==> config.mk <==
export PLATFORM = sky130hd
export DESIGN_NAME = wut_timer
export DESIGN_NICKNAME = d
export VERILOG_FILES = /design/src/wut_pkg.sv /design/src/wut_timer.sv
export SDC_FILE = /design/constraint.sdc
export NUM_CORES = 1
export LEC_CHECK = 0
export BUFFER_PORTS_ARGS = -buffer_cell sky130_fd_sc_hd__buf_2
export CAP_MARGIN = 20
export CORE_AREA = 2 2 193 195
export DETAILED_ROUTE_END_ITERATION = 10
export DIE_AREA = 0 0 195 197
export PLACE_DENSITY = 0.67
export SLEW_MARGIN = 10
export SYNTH_ARGS = -nofsm -noshare
export SYNTH_HDL_FRONTEND = slang
export SYNTH_SLANG_ARGS = --single-unit
==> constraint.sdc <==
create_clock -name i_sys_clk -period 4.9 [get_ports i_sys_clk]
set_input_delay 0.735 -clock i_sys_clk [delete_from_list [all_inputs] [get_ports i_sys_clk]]
set_output_delay 0.735 -clock i_sys_clk [all_outputs]
set_load 0.05 [all_outputs]
==> src/wut_pkg.sv <==
// shared constants and bus carriers for the wake-up timer
package wut_pkg;
    // register byte offsets
    localparam logic [7:0] OFF_COUNT_LOW     = 8'h00;
    localparam logic [7:0] OFF_COUNT_HIGH    = 8'h04;
    localparam logic [7:0] OFF_TIMER_CONTROL = 8'h08;
    localparam logic [7:0] OFF_TIMER_ENABLE  = 8'h0c;
    localparam logic [7:0] OFF_FIELD_A_LOW   = 8'h10;
    localparam logic [7:0] OFF_FIELD_A_HIGH  = 8'h14;
    localparam logic [7:0] OFF_FIELD_B_LOW   = 8'h18;
    localparam logic [7:0] OFF_FIELD_B_HIGH  = 8'h1c;
    localparam logic [7:0] OFF_FIELD_C_LOW   = 8'h20;
    localparam logic [7:0] OFF_FIELD_C_HIGH  = 8'h24;
    localparam logic [7:0] OFF_INT_ENABLE    = 8'h28;
    localparam logic [7:0] OFF_INT_STATUS    = 8'h2c;
    localparam logic [7:0] OFF_INT_CLEAR     = 8'h30;
    localparam logic [7:0] OFF_CAPTURE_LOW   = 8'h3c;
    localparam logic [7:0] OFF_CAPTURE_HIGH  = 8'h40;

    // timer_control field positions
    localparam int CTL_PRE_LO   = 0;
    localparam int CTL_FREE_RUN = 1;
    localparam int CTL_DIR      = 2;
    localparam int CTL_FREEZE   = 3;
    localparam int CTL_PRE_HI   = 4;
    localparam int CTL_SRC_LO   = 5;
    localparam int CTL_EVT_EN   = 7;
    localparam int CTL_EVT_LO   = 8;
    localparam logic [15:0] CTL_WR_MASK = 16'h0fff;

    // interrupt_status field positions
    localparam int ST_ROLL   = 3;
    localparam int ST_FREEZE = 7;
    localparam int ST_SYNC   = 8;

    // reset values
    localparam logic [15:0] CTL_RST     = 16'h0010;
    localparam logic [15:0] FA_LOW_RST  = 16'h1fff;
    localparam logic [15:0] FB_LOW_RST  = 16'h2fff;
    localparam logic [15:0] FC_LOW_RST  = 16'h3fff;
    localparam logic [15:0] HIGH_RST    = 16'h0000;

    // clock source codes
    localparam logic [1:0] SRC_PCLK = 2'b00;
    localparam logic [1:0] SRC_LF   = 2'b01;
    localparam logic [1:0] SRC_CORE = 2'b10;
    localparam logic [1:0] SRC_EXT  = 2'b11;

    // prescaler terminal counts (divide minus one)
    localparam logic [14:0] DIV1_TC   = 15'h0000;
    localparam logic [14:0] DIV4_TC   = 15'h0003;
    localparam logic [14:0] DIV16_TC  = 15'h000f;
    localparam logic [14:0] DIV256_TC = 15'h00ff;
    localparam logic [14:0] DIV32K_TC = 15'h7fff;

    // number of valid capture event codes
    localparam logic [3:0] EVT_COUNT = 4'hd;

    typedef struct packed {
        logic        psel;
        logic        penable;
        logic        pwrite;
        logic [7:0]  paddr;
        logic [31:0] pwdata;
    } wut_apb_req_t;

    typedef struct packed {
        logic        pready;
        logic        pslverr;
        logic [31:0] prdata;
    } wut_apb_rsp_t;
endpackage : wut_pkg

==> src/wut_timer.sv <==
// 32-bit wake-up timer with APB register slave
// Contract
// RULE1: 32-bit up/down counter behind a prescaler of 1 or 4, 16, 256, 32768.
// RULE2: counter clock from low-frequency oscillator, core, peripheral or external clock.
// RULE3: free-running counts full range then restarts at minimum or maximum.
// RULE4: periodic counts between start value and field C, then reloads.
// RULE5: enable bit 0 starts the timer, clearing it stops the timer.
// RULE6: enabled interrupts fire on target match or on rollover.
// RULE7: rollover interrupt only in free-running mode and only when enabled.
// RULE8: count is read as two 16-bit halves in two reads.
// RULE9: with freeze on, low read latches upper half; held until upper read.
// RULE10: software sets control bit 3 to use the freeze.
// RULE11: writing one to a clear bit clears that status flag.
// RULE12: software changes configuration only while timer is disabled.
// RULE13: enable writes raise status bit 8 until enable reaches timer domain.
// RULE14: capture works before start, counter advances only after enable.
// RULE15: counter compared with fields A, B, C; match can raise wake-up.
// RULE16: field C wins when several fields match together.
// RULE17: periodic mode resets count to start value on field C match.
// RULE18: free-running does not reset; software reprograms fields for more wake-ups.
// RULE19: each field interrupt enable also gates its wake-up pulse.
// RULE20: software disables a field enable before changing that field.
// RULE21: timer only raises wake-up interrupt; system wake is software's job.
// RULE22: control bit 2 selects up from zero or down from full scale.
// RULE23: control bits 6:5 select peripheral, oscillator, core or external clock.
// RULE24: control bits 11:8 pick one of thirteen capture events, bit 7 enables.
// RULE25: control bit 1 selects periodic (0) or free-running (1).
// RULE26: selected event stores the count into capture low and high.
//
// Decided for this implementation: register access over APB.
module wut_timer (
    input  wire logic                  i_sys_clk,
    input  wire logic                  i_srst,
    input  wire wut_pkg::wut_apb_req_t i_apb,
    output wut_pkg::wut_apb_rsp_t      o_apb,
    input  wire logic                  i_lf_osc,
    input  wire logic                  i_core_clock,
    input  wire logic                  i_external_clock_input,
    input  wire logic [12:0]           i_capture_events,
    output logic                       o_wakeup_irq,
    output logic [2:0]                 o_wake_pulse
);
    import wut_pkg::*;

    logic [2:0]  sync_q [3];
    logic [2:0]  lvl_q;
    logic [2:0]  rise;
    logic        src_edge;
    logic [15:0] ctrl_q;
    logic        enable_q;
    logic        run_q;
    logic        sync_pend_q;
    logic [14:0] presc_q;
    logic [14:0] presc_tc;
    logic        tick;
    logic        start;
    logic [31:0] cnt_q;
    logic [31:0] field_q [3];
    logic [3:0]  ien_q;
    logic [3:0]  flags_q;
    logic [3:0]  flag_set;
    logic [3:0]  flag_clr;
    logic [2:0]  match;
    logic        wrap;
    logic        frozen_q;
    logic [31:0] hold_q;
    logic [31:0] cap_q;
    logic [12:0] evt_q;
    logic [15:0] evt_rise;
    logic        capture;
    logic        acc;
    logic        wr_done;
    logic        rd_acc;
    logic [15:0] rdata;
    logic        hit;
    logic        pready_q;
    logic        pslverr_q;
    logic [31:0] prdata_q;
    logic        irq_q;
    logic [2:0]  pulse_q;

    // RULE25: mode, direction and field decode
    wire up      = ~ctrl_q[CTL_DIR];
    wire free    = ctrl_q[CTL_FREE_RUN];
    wire [1:0] src = ctrl_q[CTL_SRC_LO +: 2];
    wire [1:0] pre = {ctrl_q[CTL_PRE_HI], ctrl_q[CTL_PRE_LO]};
    wire [3:0] evt_sel = ctrl_q[CTL_EVT_LO +: 4];

    // terminal count: fast bus-side clocks use divide by 4 in the lowest setting
    function automatic logic [14:0] presc_term(input logic [1:0] code, input logic [1:0] s);
        logic [14:0] tc;
        tc = DIV1_TC;
        unique case (code)
            2'b00: tc = (s == SRC_LF || s == SRC_EXT) ? DIV1_TC : DIV4_TC;
            2'b01: tc = DIV16_TC;
            2'b10: tc = DIV256_TC;
            2'b11: tc = DIV32K_TC;
        endcase
        return tc;
    endfunction : presc_term

    // three-stage synchronisers for the foreign clock pins
    always_ff @(posedge i_sys_clk) begin
        if (i_srst) begin
            for (int i = 0; i < 3; i++) begin
                sync_q[i] <= 3'h0;
            end
        end else begin
            sync_q[0] <= {sync_q[0][1:0], i_lf_osc};
            sync_q[1] <= {sync_q[1][1:0], i_core_clock};
            sync_q[2] <= {sync_q[2][1:0], i_external_clock_input};
        end
    end

    // accepted level moves only when stages two and three agree
    always_ff @(posedge i_sys_clk) begin
        if (i_srst) begin
            lvl_q <= 3'h0;
        end else begin
            for (int i = 0; i < 3; i++) begin
                if (sync_q[i][1] == sync_q[i][2]) begin
                    lvl_q[i] <= sync_q[i][2];
                end
            end
        end
    end

    // RULE2: source edge select
    // RULE23: decode of the select field
    always_comb begin
        for (int i = 0; i < 3; i++) begin
            rise[i] = (sync_q[i][1] == sync_q[i][2]) & sync_q[i][2] & ~lvl_q[i];
        end
        unique case (src)
            SRC_PCLK: src_edge = 1'b1;
            SRC_LF:   src_edge = rise[0];
            SRC_CORE: src_edge = rise[1];
            SRC_EXT:  src_edge = rise[2];
        endcase
    end

    // bus phases: one wait state, writes land on the completing edge
    assign acc     = i_apb.psel & i_apb.penable & ~pready_q;
    assign wr_done = i_apb.psel & i_apb.penable & pready_q & i_apb.pwrite;
    assign rd_acc  = acc & ~i_apb.pwrite;

    // RULE13: enable crosses into the counter domain on a source edge
    // RULE5: run follows the enable bit
    always_ff @(posedge i_sys_clk) begin
        if (i_srst) begin
            enable_q    <= 1'b0;
            run_q       <= 1'b0;
            sync_pend_q <= 1'b0;
        end else begin
            if (src_edge) begin
                run_q <= enable_q;
            end
            if (wr_done && i_apb.paddr == OFF_TIMER_ENABLE) begin
                enable_q    <= i_apb.pwdata[0];
                sync_pend_q <= 1'b1;
            end else if (src_edge) begin
                sync_pend_q <= 1'b0;
            end
        end
    end

    assign start    = src_edge & enable_q & ~run_q;
    assign presc_tc = presc_term(pre, src);
    assign tick     = src_edge & run_q & (presc_q == presc_tc);

    // RULE1: prescaler divides the selected source
    always_ff @(posedge i_sys_clk) begin
        if (i_srst || !run_q) begin
            presc_q <= 15'h0000;
        end else if (src_edge) begin
            presc_q <= tick ? 15'h0000 : presc_q + 15'h0001;
        end
    end

    // RULE15: compare against all three fields on each tick
    always_comb begin
        for (int i = 0; i < 3; i++) begin
            match[i] = tick & (cnt_q == field_q[i]);
        end
        wrap = tick & (up ? (cnt_q == 32'hffffffff) : (cnt_q == 32'h00000000));
    end

    // RULE22: start value follows direction
    // RULE3: free-running wraps through the full range
    // RULE4: periodic reloads after field C
    // RULE17: field C reset without software
    // RULE14: counter holds until the enable reaches it
    always_ff @(posedge i_sys_clk) begin
        if (i_srst) begin
            cnt_q <= 32'h00000000;
        end else if (start) begin
            cnt_q <= up ? 32'h00000000 : 32'hffffffff;
        end else if (tick) begin
            if (!free && match[2]) begin
                cnt_q <= up ? 32'h00000000 : 32'hffffffff;
            end else begin
                cnt_q <= up ? cnt_q + 32'h00000001 : cnt_q - 32'h00000001;
            end
        end
    end

    // RULE16: field C over B over A
    // RULE7: rollover only when free-running
    // RULE6: flags need their enable
    always_comb begin
        flag_set[2] = match[2] & ien_q[2];
        flag_set[1] = match[1] & ~match[2] & ien_q[1];
        flag_set[0] = match[0] & ~match[1] & ~match[2] & ien_q[0];
        flag_set[3] = wrap & free & ien_q[ST_ROLL];
        flag_clr    = (wr_done && i_apb.paddr == OFF_INT_CLEAR) ? i_apb.pwdata[3:0] : 4'h0;
    end

    // RULE11: clear bits drop flags, a new event wins
    always_ff @(posedge i_sys_clk) begin
        if (i_srst) begin
            flags_q <= 4'h0;
        end else begin
            flags_q <= (flags_q & ~flag_clr) | flag_set;
        end
    end

    // RULE19: pulses gated like the flags
    // RULE21: besides the APB response, only the interrupt line and the wake pulses leave the block
    always_ff @(posedge i_sys_clk) begin
        if (i_srst) begin
            pulse_q <= 3'h0;
            irq_q   <= 1'b0;
        end else begin
            pulse_q <= flag_set[2:0];
            irq_q   <= |flags_q;
        end
    end

    // configuration writes; no lock while running, software keeps to that
    always_ff @(posedge i_sys_clk) begin
        if (i_srst) begin
            ctrl_q     <= CTL_RST;
            ien_q      <= 4'h0;
            field_q[0] <= {HIGH_RST, FA_LOW_RST};
            field_q[1] <= {HIGH_RST, FB_LOW_RST};
            field_q[2] <= {HIGH_RST, FC_LOW_RST};
        end else if (wr_done) begin
            unique case (i_apb.paddr)
                OFF_TIMER_CONTROL: ctrl_q <= i_apb.pwdata[15:0] & CTL_WR_MASK;
                OFF_INT_ENABLE:    ien_q <= i_apb.pwdata[3:0];
                OFF_FIELD_A_LOW:   field_q[0][15:0] <= i_apb.pwdata[15:0];
                OFF_FIELD_A_HIGH:  field_q[0][31:16] <= i_apb.pwdata[15:0];
                OFF_FIELD_B_LOW:   field_q[1][15:0] <= i_apb.pwdata[15:0];
                OFF_FIELD_B_HIGH:  field_q[1][31:16] <= i_apb.pwdata[15:0];
                OFF_FIELD_C_LOW:   field_q[2][15:0] <= i_apb.pwdata[15:0];
                OFF_FIELD_C_HIGH:  field_q[2][31:16] <= i_apb.pwdata[15:0];
                default: ;
            endcase
        end
    end

    // RULE9: low read snapshots, high read releases
    always_ff @(posedge i_sys_clk) begin
        if (i_srst) begin
            frozen_q <= 1'b0;
            hold_q   <= 32'h00000000;
        end else if (!ctrl_q[CTL_FREEZE]) begin
            frozen_q <= 1'b0;
        end else if (rd_acc && i_apb.paddr == OFF_COUNT_LOW && !frozen_q) begin
            frozen_q <= 1'b1;
            hold_q   <= cnt_q;
        end else if (rd_acc && i_apb.paddr == OFF_COUNT_HIGH) begin
            frozen_q <= 1'b0;
        end
    end

    // RULE24: event select and enable
    // RULE26: capture the live count
    assign evt_rise = {3'h0, i_capture_events & ~evt_q};
    assign capture  = ctrl_q[CTL_EVT_EN] & (evt_sel < EVT_COUNT) & evt_rise[evt_sel];
    always_ff @(posedge i_sys_clk) begin
        if (i_srst) begin
            evt_q <= 13'h0000;
            cap_q <= 32'h00000000;
        end else begin
            evt_q <= i_capture_events;
            if (capture) begin
                cap_q <= cnt_q;
            end
        end
    end

    // RULE8: read mux, count split in halves
    always_comb begin
        hit   = 1'b1;
        rdata = 16'h0000;
        unique case (i_apb.paddr)
            OFF_COUNT_LOW:     rdata = frozen_q ? hold_q[15:0] : cnt_q[15:0];
            OFF_COUNT_HIGH:    rdata = frozen_q ? hold_q[31:16] : cnt_q[31:16];
            OFF_TIMER_CONTROL: rdata = ctrl_q;
            OFF_TIMER_ENABLE:  rdata = {15'h0000, enable_q};
            OFF_FIELD_A_LOW:   rdata = field_q[0][15:0];
            OFF_FIELD_A_HIGH:  rdata = field_q[0][31:16];
            OFF_FIELD_B_LOW:   rdata = field_q[1][15:0];
            OFF_FIELD_B_HIGH:  rdata = field_q[1][31:16];
            OFF_FIELD_C_LOW:   rdata = field_q[2][15:0];
            OFF_FIELD_C_HIGH:  rdata = field_q[2][31:16];
            OFF_INT_ENABLE:    rdata = {12'h000, ien_q};
            OFF_INT_STATUS:    rdata = {7'h00, sync_pend_q, frozen_q, 3'h0, flags_q};
            OFF_INT_CLEAR:     rdata = 16'h0000;
            OFF_CAPTURE_LOW:   rdata = cap_q[15:0];
            OFF_CAPTURE_HIGH:  rdata = cap_q[31:16];
            default:           hit = 1'b0;
        endcase
    end

    // response registers; unmapped offsets answer with an error
    always_ff @(posedge i_sys_clk) begin
        if (i_srst) begin
            pready_q  <= 1'b0;
            pslverr_q <= 1'b0;
            prdata_q  <= 32'h00000000;
        end else begin
            pready_q  <= acc;
            pslverr_q <= acc & ~hit;
            prdata_q  <= rd_acc ? {16'h0000, rdata} : 32'h00000000;
        end
    end

    assign o_apb.pready  = pready_q;
    assign o_apb.pslverr = pslverr_q;
    assign o_apb.prdata  = prdata_q;
    assign o_wakeup_irq  = irq_q;
    assign o_wake_pulse  = pulse_q;
endmodule : wut_timer

* Word-level counts from Yosys, hierarchy flattened *
Memory sizes are Yosys's and may differ from the RTL's.
Cells that the tools add are included.

storage, ports and cells
  bits in registers = 189
  bits in latches = 0
  RAM bits = 105
  bits in read-only memories = 0
  input bits = 61
  output and inout port bits = 38
  logic and storage cells = 193
  memories = 2

operators by class
  add/sub/neg operators = 3
  multiply operators = 0
  div/mod/pow operators = 0
  order comparisons = 2
  equality and inequality tests = 28
  shift-type cells = 0
  multiplexer cells = 57
  bitwise operators = 55
  reductions and logical operators = 25

memories
  memory   words  width  rd ports  clocked after memory_dff  wr ports  RTL line         RTL
  field_q  3      32     3         0                         3         wut_timer.sv:58  logic [31:0] field_q [3];
  sync_q   3      3      3         0                         3         wut_timer.sv:45  logic [2:0] sync_q [3];

operators by type and width
  cell                     count
  $pmux W16 S14            1
  $mux W32                 5
  $mux W16                 8
  $eq A32 B32 Y1           3
  $pmux W15 S4             1
  $eq A8 B6 Y1 const B     6
  $mux W1                  34
  $add A32 B1 Y32 const B  1
  $eq A32 B32 Y1 const B   1
  $eq A8 B5 Y1 const B     4
  $logic_not A32 Y1        1
  $sub A32 B1 Y32 const B  1
  $and A1 B1 Y1            30
  $eq A8 B4 Y1 const B     2
  $add A15 B1 Y15 const B  1
  $eq A15 B15 Y1           1
  $mux W15                 1
  $reduce_or A15 Y1        1
  $and A13 B13 Y13         1
  $not A13 Y13             1
  $not A1 Y1               11
  $mux W3                  3
  $or A1 B1 Y1             9
  $eq A2 B2 Y1 const B     4
  22 further kinds         39

* Logic depth before layout (Yosys ltp) *
Gate-level depths: netlist (run 1).
An unclocked memory read counts as a cell.

  word-level depth = 13
  depth in mapped cells = 11
  depth with buffers taken out = 9

* Worst setup path before layout (run 1) *
Ideal clock, no wire load.

  path type = flip-flop to flip-flop
  start point = reg ctrl_q[2]
  end point = reg cnt_q[30]
  arrival = 3329 ps
  required time = 4766 ps
  slack = 1437 ps
  stages on the path, launching flop included = 10
  path buffers = 0
  clock period less this slack = 3463 ps
  cells stage by stage = dfxtp_1 > ha_1 > a21o_1 > a21o_1 > a221oi_1 > a21oi_1 > o21ai_0 > a211oi_1 > o211a_1 > or4_1

between the ends
  longest elaborated chain between the ends = 4
  elaborated cells between the ends (all ways) = 5

RTL lines
  item                         RTL line                                              RTL
  start: declaration           wut_timer.sv:49                                       logic [15:0] ctrl_q;
  start signal: assignment     wut_timer.sv:249                                      OFF_TIMER_CONTROL: ctrl_q <= i_apb.pwdata[15:0] & CTL_WR_MASK;
  $mux W32 (on tied branches)  wut_timer.sv:202, wut_timer.sv:197, wut_timer.sv:200
  $mux W32                     wut_timer.sv:199                                      if (!free && match[2]) begin
  $mux W32                     wut_timer.sv:198                                      end else if (tick) begin
  $mux W32 *                   wut_timer.sv:196                                      end else if (start) begin
  end signal: assignment       wut_timer.sv:197                                      cnt_q <= up ? 32'h00000000 : 32'hffffffff;
  end signal: assignment       wut_timer.sv:200                                      cnt_q <= up ? 32'h00000000 : 32'hffffffff;
  end signal: assignment       wut_timer.sv:202                                      cnt_q <= up ? cnt_q + 32'h00000001 : cnt_q - 32'h00000001;
  end: declaration             wut_timer.sv:57                                       logic [31:0] cnt_q;

Mark *: on every way between the ends. The rest lies on a longest branch, timed or not. The select of a mux whose other input is x is not followed.
A chain may end at the register's enable or synchronous reset.

* Worst setup path in the final report (run 1) *
Same ends and word-level chain as after synthesis.

==> out/qor.txt, run 1 <==
Yosys warnings - 0
Top Ports - 99
Clock Pin Slew Worst Setup and Hold Paths - 70 ps
DRC Markers - 0
Setup Fix Bufs, Post-CTS - 0
initial antenna violation count - 2
Synth area leaders - dfxtp_1 25%, edfxtp_1 20%, nand2_1 4.9%
Final period util - 77.76%
EDFF count, synth - 96
worst slew pin tran - 1144 ps
GRT Total Usage - 23.49%
Synth cell types - 69
setup TNS - 0 ps
Die X - 195 microns
Hold Buf Count CTS - 0
Lkg Pwr - 6.004 nW
Critical Path Fanout Max - 26
FF+latch count, synth - 278
Setup Viol. Count Final - 0
Initial Utilization - 39.58%
drt pass-1 iters - 6
crit path cell chain - buf_4, fa_1, a21oi_1, o21ai_0, nand3_1, a21oi_1, o21ai_0, a211oi_1, nor4_1, or4_1
ys flop type - dfxtp_1
P per Cell Area - 307.5 mW/mm^2
fmax - 262.4 MHz
post-cts resize count - 0
clk_lat worst skew - 590 ps
CP required - 5360 ps
Async S/R FF share, synth - 0%
RSZ-0062 raised after global routing - no
WS Path Type - reg -> reg
synthesized area - 0.01435 sq mm
DRT Wirelength - 46.49 mm
Area Growth Syn to Fin - 12.69%
Seq/Total Area, Yosys - 45.48%
FF-to-FF setup slack - 1090 ps
post-synth top area share - 25.39%
fillers - 3528
peak supply drop - 0.2393 mV
post-route ant nets - 0
number of CTS-inserted buffers - 31
placed wire-length estimate - 33.06 mm
max cap viols - 0
Period minus WS final - 3810 ps
die height - 197 microns
Commonest cells post-synth - 188 x nand2_1, 182 x dfxtp_1, 123 x nor2_1
final setup margin - 1090 ps
CTS tree - built
fin nets - 1681
# clock sinks - 278
fin. max-slew vios - 0
Mean Syn Cell Area - 9.265 sq um
via count - 12300
crit end category - flop
I/O Buffers - 66
final hold viol count - 0
Clock Tree Root - clkbuf_16
share of post-route cells with drive strength above 1 - 11.49%
total grt overflow - 0
drt first-iter violations - 1492
cell taking the most area after synthesis - dfxtp_1
pre-CTS WS - 1191 ps
Hold WC Path Type - in -> reg
H-tree depth - 1
Critical Path Source Type - flop
Crit path largest cell delay - 710 ps
Mapped Cells - 1549
first-pass GRT wire length - 69.61 mm
Clock Skew - 31.73 ps
wire per inst - 22.36 microns
largest net degree at the start of global routing - 97
status - complete, no violations
Slew headroom - 23.72%
DR vias/cell - 5.916
Longest Clk Path Bufs - 3
RePlAce Congestion - 0.9722
# rows - 70
Crit-path slowest cell - dfxtp_1
CP arrival - 4270 ps
count leader, synth - nand2_1
number of global-route vias before repair - 11540
die area - 0.03842 sq mm
Core ar. - 0.03626 sq mm
-- layer usage --
metal	up-vias	GRT usage, %	share of wire (%)
met1	5898	31.96	42
met5	-	0	0
met3	113	3.422	8.9
li1	5656	-	-
met4	0	8.199	3.9
met2	633	38.27	46
-- worst paths after layout --
check / from / to / depth (start not counted)
max: ctrl_q[2] / cnt_q[30] / 10
min: i_core_clock / sync_q[0][3] / 2
max reg2reg: ctrl_q[2] / cnt_q[30] / 10
min reg2reg: sync_q[0][3] / sync_q[0][4] / 1
-- sequential cells by signal, summed over array words and instances (netlist names), 3 cells and up --
signal,cells
evt_q,13
lvl_q,3
sync_q,9
ien_q,4
cnt_q,32
flags_q,4
hold_q,32
ctrl_q,12
cap_q,32
presc_q,15
field_q,96
o_wake_pulse,3
prdata_q,16
-- where the power goes --
group / total [mW] / internal, mW / switching (mW)
combinational: 0.181 / 0.0493 / 0.132
sequential: 2.43 / 2.41 / 0.0241
clock: 2.36 / 1.36 / 0.994
-- cell families after synthesis --
kind of cell	after synthesis	share of synthesized area (%)
buf+inv	141	4.254
xor+xnor	122	7.446
flops	278	45.48
simple gates	578	19.67
fa+ha+maj	35	3.104
compound gates	331	15.52
mux	63	4.507
other cells	1	0.02613
-- critical path: cells and delay by family, from the launching register on --
kind | cells | cell delay [ps]
compound gates | 5 | 1390
flops | 1 | 710
fa+ha+maj | 1 | 300
buf+inv | 1 | 460
simple gates | 3 | 810
-- cell type report --
class	instances	area [sq um]	area share, %
Antenna cell	1	2.502	0.01547
Clock buffer	40	830.8	5.137
Multi-Input combinational cell	1145	7289	45.07
Clock inverter	18	193.9	1.199
Inverter	20	75.07	0.4642
Timing Repair Buffer	109	668.1	4.131
Sequential cell	278	6528	40.36
Tap cell	468	585.6	3.621
-- stage by stage --
stage	util [%]	area, sq um	total power [mW]	hold WS (ps)	cells
floorplan	-	14410	2.592	413.8	1564
global placement	41.72	15130	2.658	421.5	2019
detailed placement	41.72	15130	2.660	424.7	2019
CTS	44.54	16150	4.991	350.5	2077
global route	44.60	16170	5.095	378.5	2078
finish	44.60	16170	4.973	363.0	2079
-- layout by cell type (no fill, tap or decap), types with 6 or more instances in the layout --
| cell type | netlist | routed |
|---|---|---|
| nand2_1 | 188 | 187 |
| dfxtp_1 | 182 | 181 |
| nor2_1 | 123 | 123 |
| a21oi_1 | 111 | 111 |
| edfxtp_1 | 96 | 96 |
| xnor2_1 | 71 | 71 |
| buf_2 | 5 | 65 |
| mux2i_1 | 59 | 59 |
| xor2_1 | 51 | 51 |
| buf_4 | 18 | 43 |
| o21ai_0 | 40 | 40 |
| and2_1 | 37 | 37 |
| nand4_1 | 35 | 35 |
| ha_1 | 34 | 34 |
| nand3_1 | 32 | 32 |
| nor4_1 | 33 | 32 |
| a221oi_1 | 32 | 32 |
| clkbuf_16 | 0 | 32 |
| nor3_1 | 31 | 29 |
| nor2b_1 | 24 | 24 |
| a31oi_1 | 22 | 22 |
| nand2b_1 | 20 | 20 |
| inv_1 | 20 | 20 |
| a21o_1 | 20 | 20 |
| a22oi_1 | 18 | 18 |
| conb_1 | 1 | 16 |
| a222oi_1 | 12 | 12 |
| a311oi_1 | 11 | 11 |
| a22o_1 | 10 | 10 |
| or3_1 | 10 | 10 |
| clkinv_2 | 0 | 10 |
| nand3b_1 | 9 | 9 |
| and3_1 | 9 | 9 |
| a211oi_1 | 9 | 9 |
| and4_1 | 8 | 8 |
| o21a_1 | 8 | 8 |
| clkbuf_1 | 93 | 8 |
| o211ai_1 | 6 | 6 |
| o21bai_1 | 6 | 6 |
(Power assumes the default switching activity.)
==> run 2, diff against run 1 <==
PLACE_DENSITY = 0.69   (was 0.67)
clock period = 3.1 ns   (was 4.9 ns; I/O delays follow)
==> run 2 against run 1 <==
Effect of this change: sequential power rose by 58%; die area did not move; sequential cell count did not move; final cell count rose by 2.4%; wire length rose by 3.4%; utilization rose by 1.5 points; sequential share of layout area fell by 1.3 points; power rose by 62%; clock-buffer cell count fell by 6; combinational power rose by 65%; design area rose by 3.3%.
==> out/qor.txt, run 2 (synthesized netlist as in run 1, its figures left out) <==
crit path to - cnt_q[29] (was cnt_q[30])
Final period util - 95.50% (was 77.76%)
RSZ-0062 raised after global routing - no (unchanged)
peak supply drop - 0.4965 mV (was 0.2393 mV)
RePlAce Congestion - 0.9816 (was 0.9722)
R2R depth - 11 (was 10)
Lkg Pwr - 6.313 nW (was 6.004 nW)
status - complete, no violations (unchanged)
Core ar. - 0.03626 sq mm (unchanged)
CP delay by family, top - compound AO/OA/AOI/OAI gates (unchanged)
final hold viol count - 0 (unchanged)
Initial Utilization - 39.58% (unchanged)
# rows - 70 (unchanged)
number of CTS-inserted buffers - 29 (was 31)
via count - 12640 (was 12300)
most frequent cell on the critical path - o211ai_1
Crit-path slowest cell - a2111o_1 (was dfxtp_1)
placed wire-length estimate - 34.45 mm (was 33.06 mm)
Setup Fix Bufs, Post-CTS - 0 (unchanged)
drt first-iter violations - 1526 (was 1492)
drt pass-1 iters - 7 (was 6)
largest net degree at the start of global routing - 56 (was 97)
commonest non-fill, non-tap cell in the layout - nand2_1 (unchanged)
FF-to-FF End - cnt_q[29] (was cnt_q[30])
Area Growth Syn to Fin - 16.41% (was 12.69%)
total grt overflow - 0 (unchanged)
Clock Tree Root - clkbuf_16 (unchanged)
commonest cells after routing, fill and taps aside - 187 x nand2_1, 180 x dfxtp_1, 123 x nor2_1 (was 187 x nand2_1, 181 x dfxtp_1, 123 x nor2_1)
crit end category - flop (unchanged)
fin. max-slew vios - 0 (unchanged)
Worst path depth - 11 (was 10)
CP startpoint - ctrl_q[2] (unchanged)
die height - 197 microns (unchanged)
H-tree depth - 1 (unchanged)
Critical Path Source Type - flop (unchanged)
Clock Skew - 21.47 ps (was 31.73 ps)
first-pass GRT wire length - 72.39 mm (was 69.61 mm)
worst r2r src - ctrl_q[2] (unchanged)
CP required - 3600 ps (was 5360 ps)
P per Cell Area - 481.7 mW/mm^2 (was 307.5 mW/mm^2)
post-cts resize count - 0 (unchanged)
number of global-route vias before repair - 12210 (was 11540)
I/O Buffers - 66 (unchanged)
GRT Total Usage - 24.50% (was 23.49%)
worst slew pin tran - 834.1 ps (was 1144 ps)
CTS tree - built (unchanged)
max reg flops - 96 (unchanged)
Placed Area - 0.01562 sq mm (was 0.01513 sq mm)
Slew headroom - 43.61% (was 23.72%)
Period minus WS final - 2961 ps (was 3810 ps)
DR vias/cell - 5.936 (was 5.916)
Die X - 195 microns (unchanged)
worst path bufs/invs - 2 (was 1)
Clock Pin Slew Worst Setup and Hold Paths - 60 ps (was 70 ps)
WS Path Type - reg -> reg (unchanged)
initial antenna violation count - 0 (was 2)
clk_lat worst skew - 580 ps (was 590 ps)
Hold Buf Count CTS - 0 (unchanged)
CP arrival - 3460 ps (was 4270 ps)
Setup Viol. Count Final - 0 (unchanged)
fmax - 337.8 MHz (was 262.4 MHz)
Crit path largest cell delay - 490 ps (was 710 ps)
Hold WC Path Type - in -> reg (unchanged)
Largest Register - field_q (unchanged)
share of post-route cells with drive strength above 1 - 14.45% (was 11.49%)
die area - 0.03842 sq mm (unchanged)
DRT Wirelength - 48.07 mm (was 46.49 mm)
fin area - 0.01671 sq mm (was 0.01617 sq mm)
fin nets - 1734 (was 1681)
Longest Clk Path Bufs - 3 (unchanged)
Critical Path Fanout Max - 8 (was 26)
crit path cell chain - buf_4, ha_1, buf_4, o211ai_1, o211ai_1, and3_4, o211ai_1, a2111o_1, and4_1, o311ai_0, and2_1 (was buf_4, fa_1, a21oi_1, o21ai_0, nand3_1, a21oi_1, o21ai_0, a211oi_1, nor4_1, or4_1)
post-route ant nets - 0 (unchanged)
Top Ports - 99 (unchanged)
wire per inst - 22.58 microns (was 22.36 microns)
DRC Markers - 0 (unchanged)
FF-to-FF setup slack - 140 ps (was 1090 ps)
max cap viols - 0 (unchanged)
setup TNS - 0 ps (unchanged)
# clock sinks - 278 (unchanged)
ANT cells - 0 (was 1)
[run 2: cell count changes in the layout (fill, tap and decap cells not counted), moves of 5 or more]
cell,previous run,this run
clkinv_1,0,5
buf_4,43,93
buf_12,1,6
clkbuf_1,8,1
clkinv_2,10,3
[run 2: power breakdown]
group / switching (mW) / internal (mW) / total, mW / leakage (nW)
clock: 1.51 / 2.39 / 3.91 / 0.516
sequential: 0.0342 / 3.81 / 3.84 / 2.34
combinational: 0.213 / 0.0861 / 0.299 / 3.45
[run 2: stage by stage]
stage | worst slack, ps | utilization (%) | power (mW) | cells | hold WS [ps]
final | 139.4 | 46.07 | 8.047 | 2129 | 110.4
after global routing | 18.04 | 46.07 | 8.248 | 2129 | 111.9
after CTS | 81.14 | 46.05 | 8.070 | 2129 | 108.6
after detailed placement | 84.74 | 43.07 | 4.212 | 2075 | 429.0
after global placement | 126.4 | 43.07 | 4.207 | 2075 | 429.0
after floorplan | 10.88 | - | 4.097 | 1564 | 413.8
[run 2: cell type report]
class | count | area [sq um]
fillers | 3482 | 19550
flip-flops and latches | 278 | 6529
clock buffers | 34 | 784.5
well taps | 468 | 585.6
clock inverters | 20 | 294.0
inverters | 20 | 75.07
multi-input cells | 1145 | 7295
repair buffers | 164 | 1144
[run 2: worst min-delay path by stage]
stage | startpoint | to | slack [ps] | cells after the start
floorplan | sync_q[0][0] | sync_q[0][1] | 410 | 1
global placement | sync_q[0][3] | sync_q[0][4] | 430 | 1
detailed placement | sync_q[0][0] | sync_q[0][1] | 430 | 1
CTS | i_capture_events[3] | evt_q[3] | 110 | 2
global route | i_external_clock_input | sync_q[0][6] | 110 | 2
finish | i_capture_events[2] | evt_q[2] | 110 | 2
[run 2: worst reg2reg max path: cells and delay by family (launching register included)]
family          cells  cell delay (ps)
compound gates      5             1280
fa+ha+maj           1              310
flops               1              380
buf+inv             2              290
simple gates        3              630
[run 2: layer usage]
| layer | track usage [%] | up-vias | part of all wire [%] |
|---|---|---|---|
| met4 | 13.32 | 0 | 5.7 |
| met2 | 39.72 | 742 | 45 |
| met5 | 0 | - | 0 |
| met3 | 4.261 | 178 | 10 |
| met1 | 31.22 | 5961 | 39 |
| li1 | - | 5756 | - |
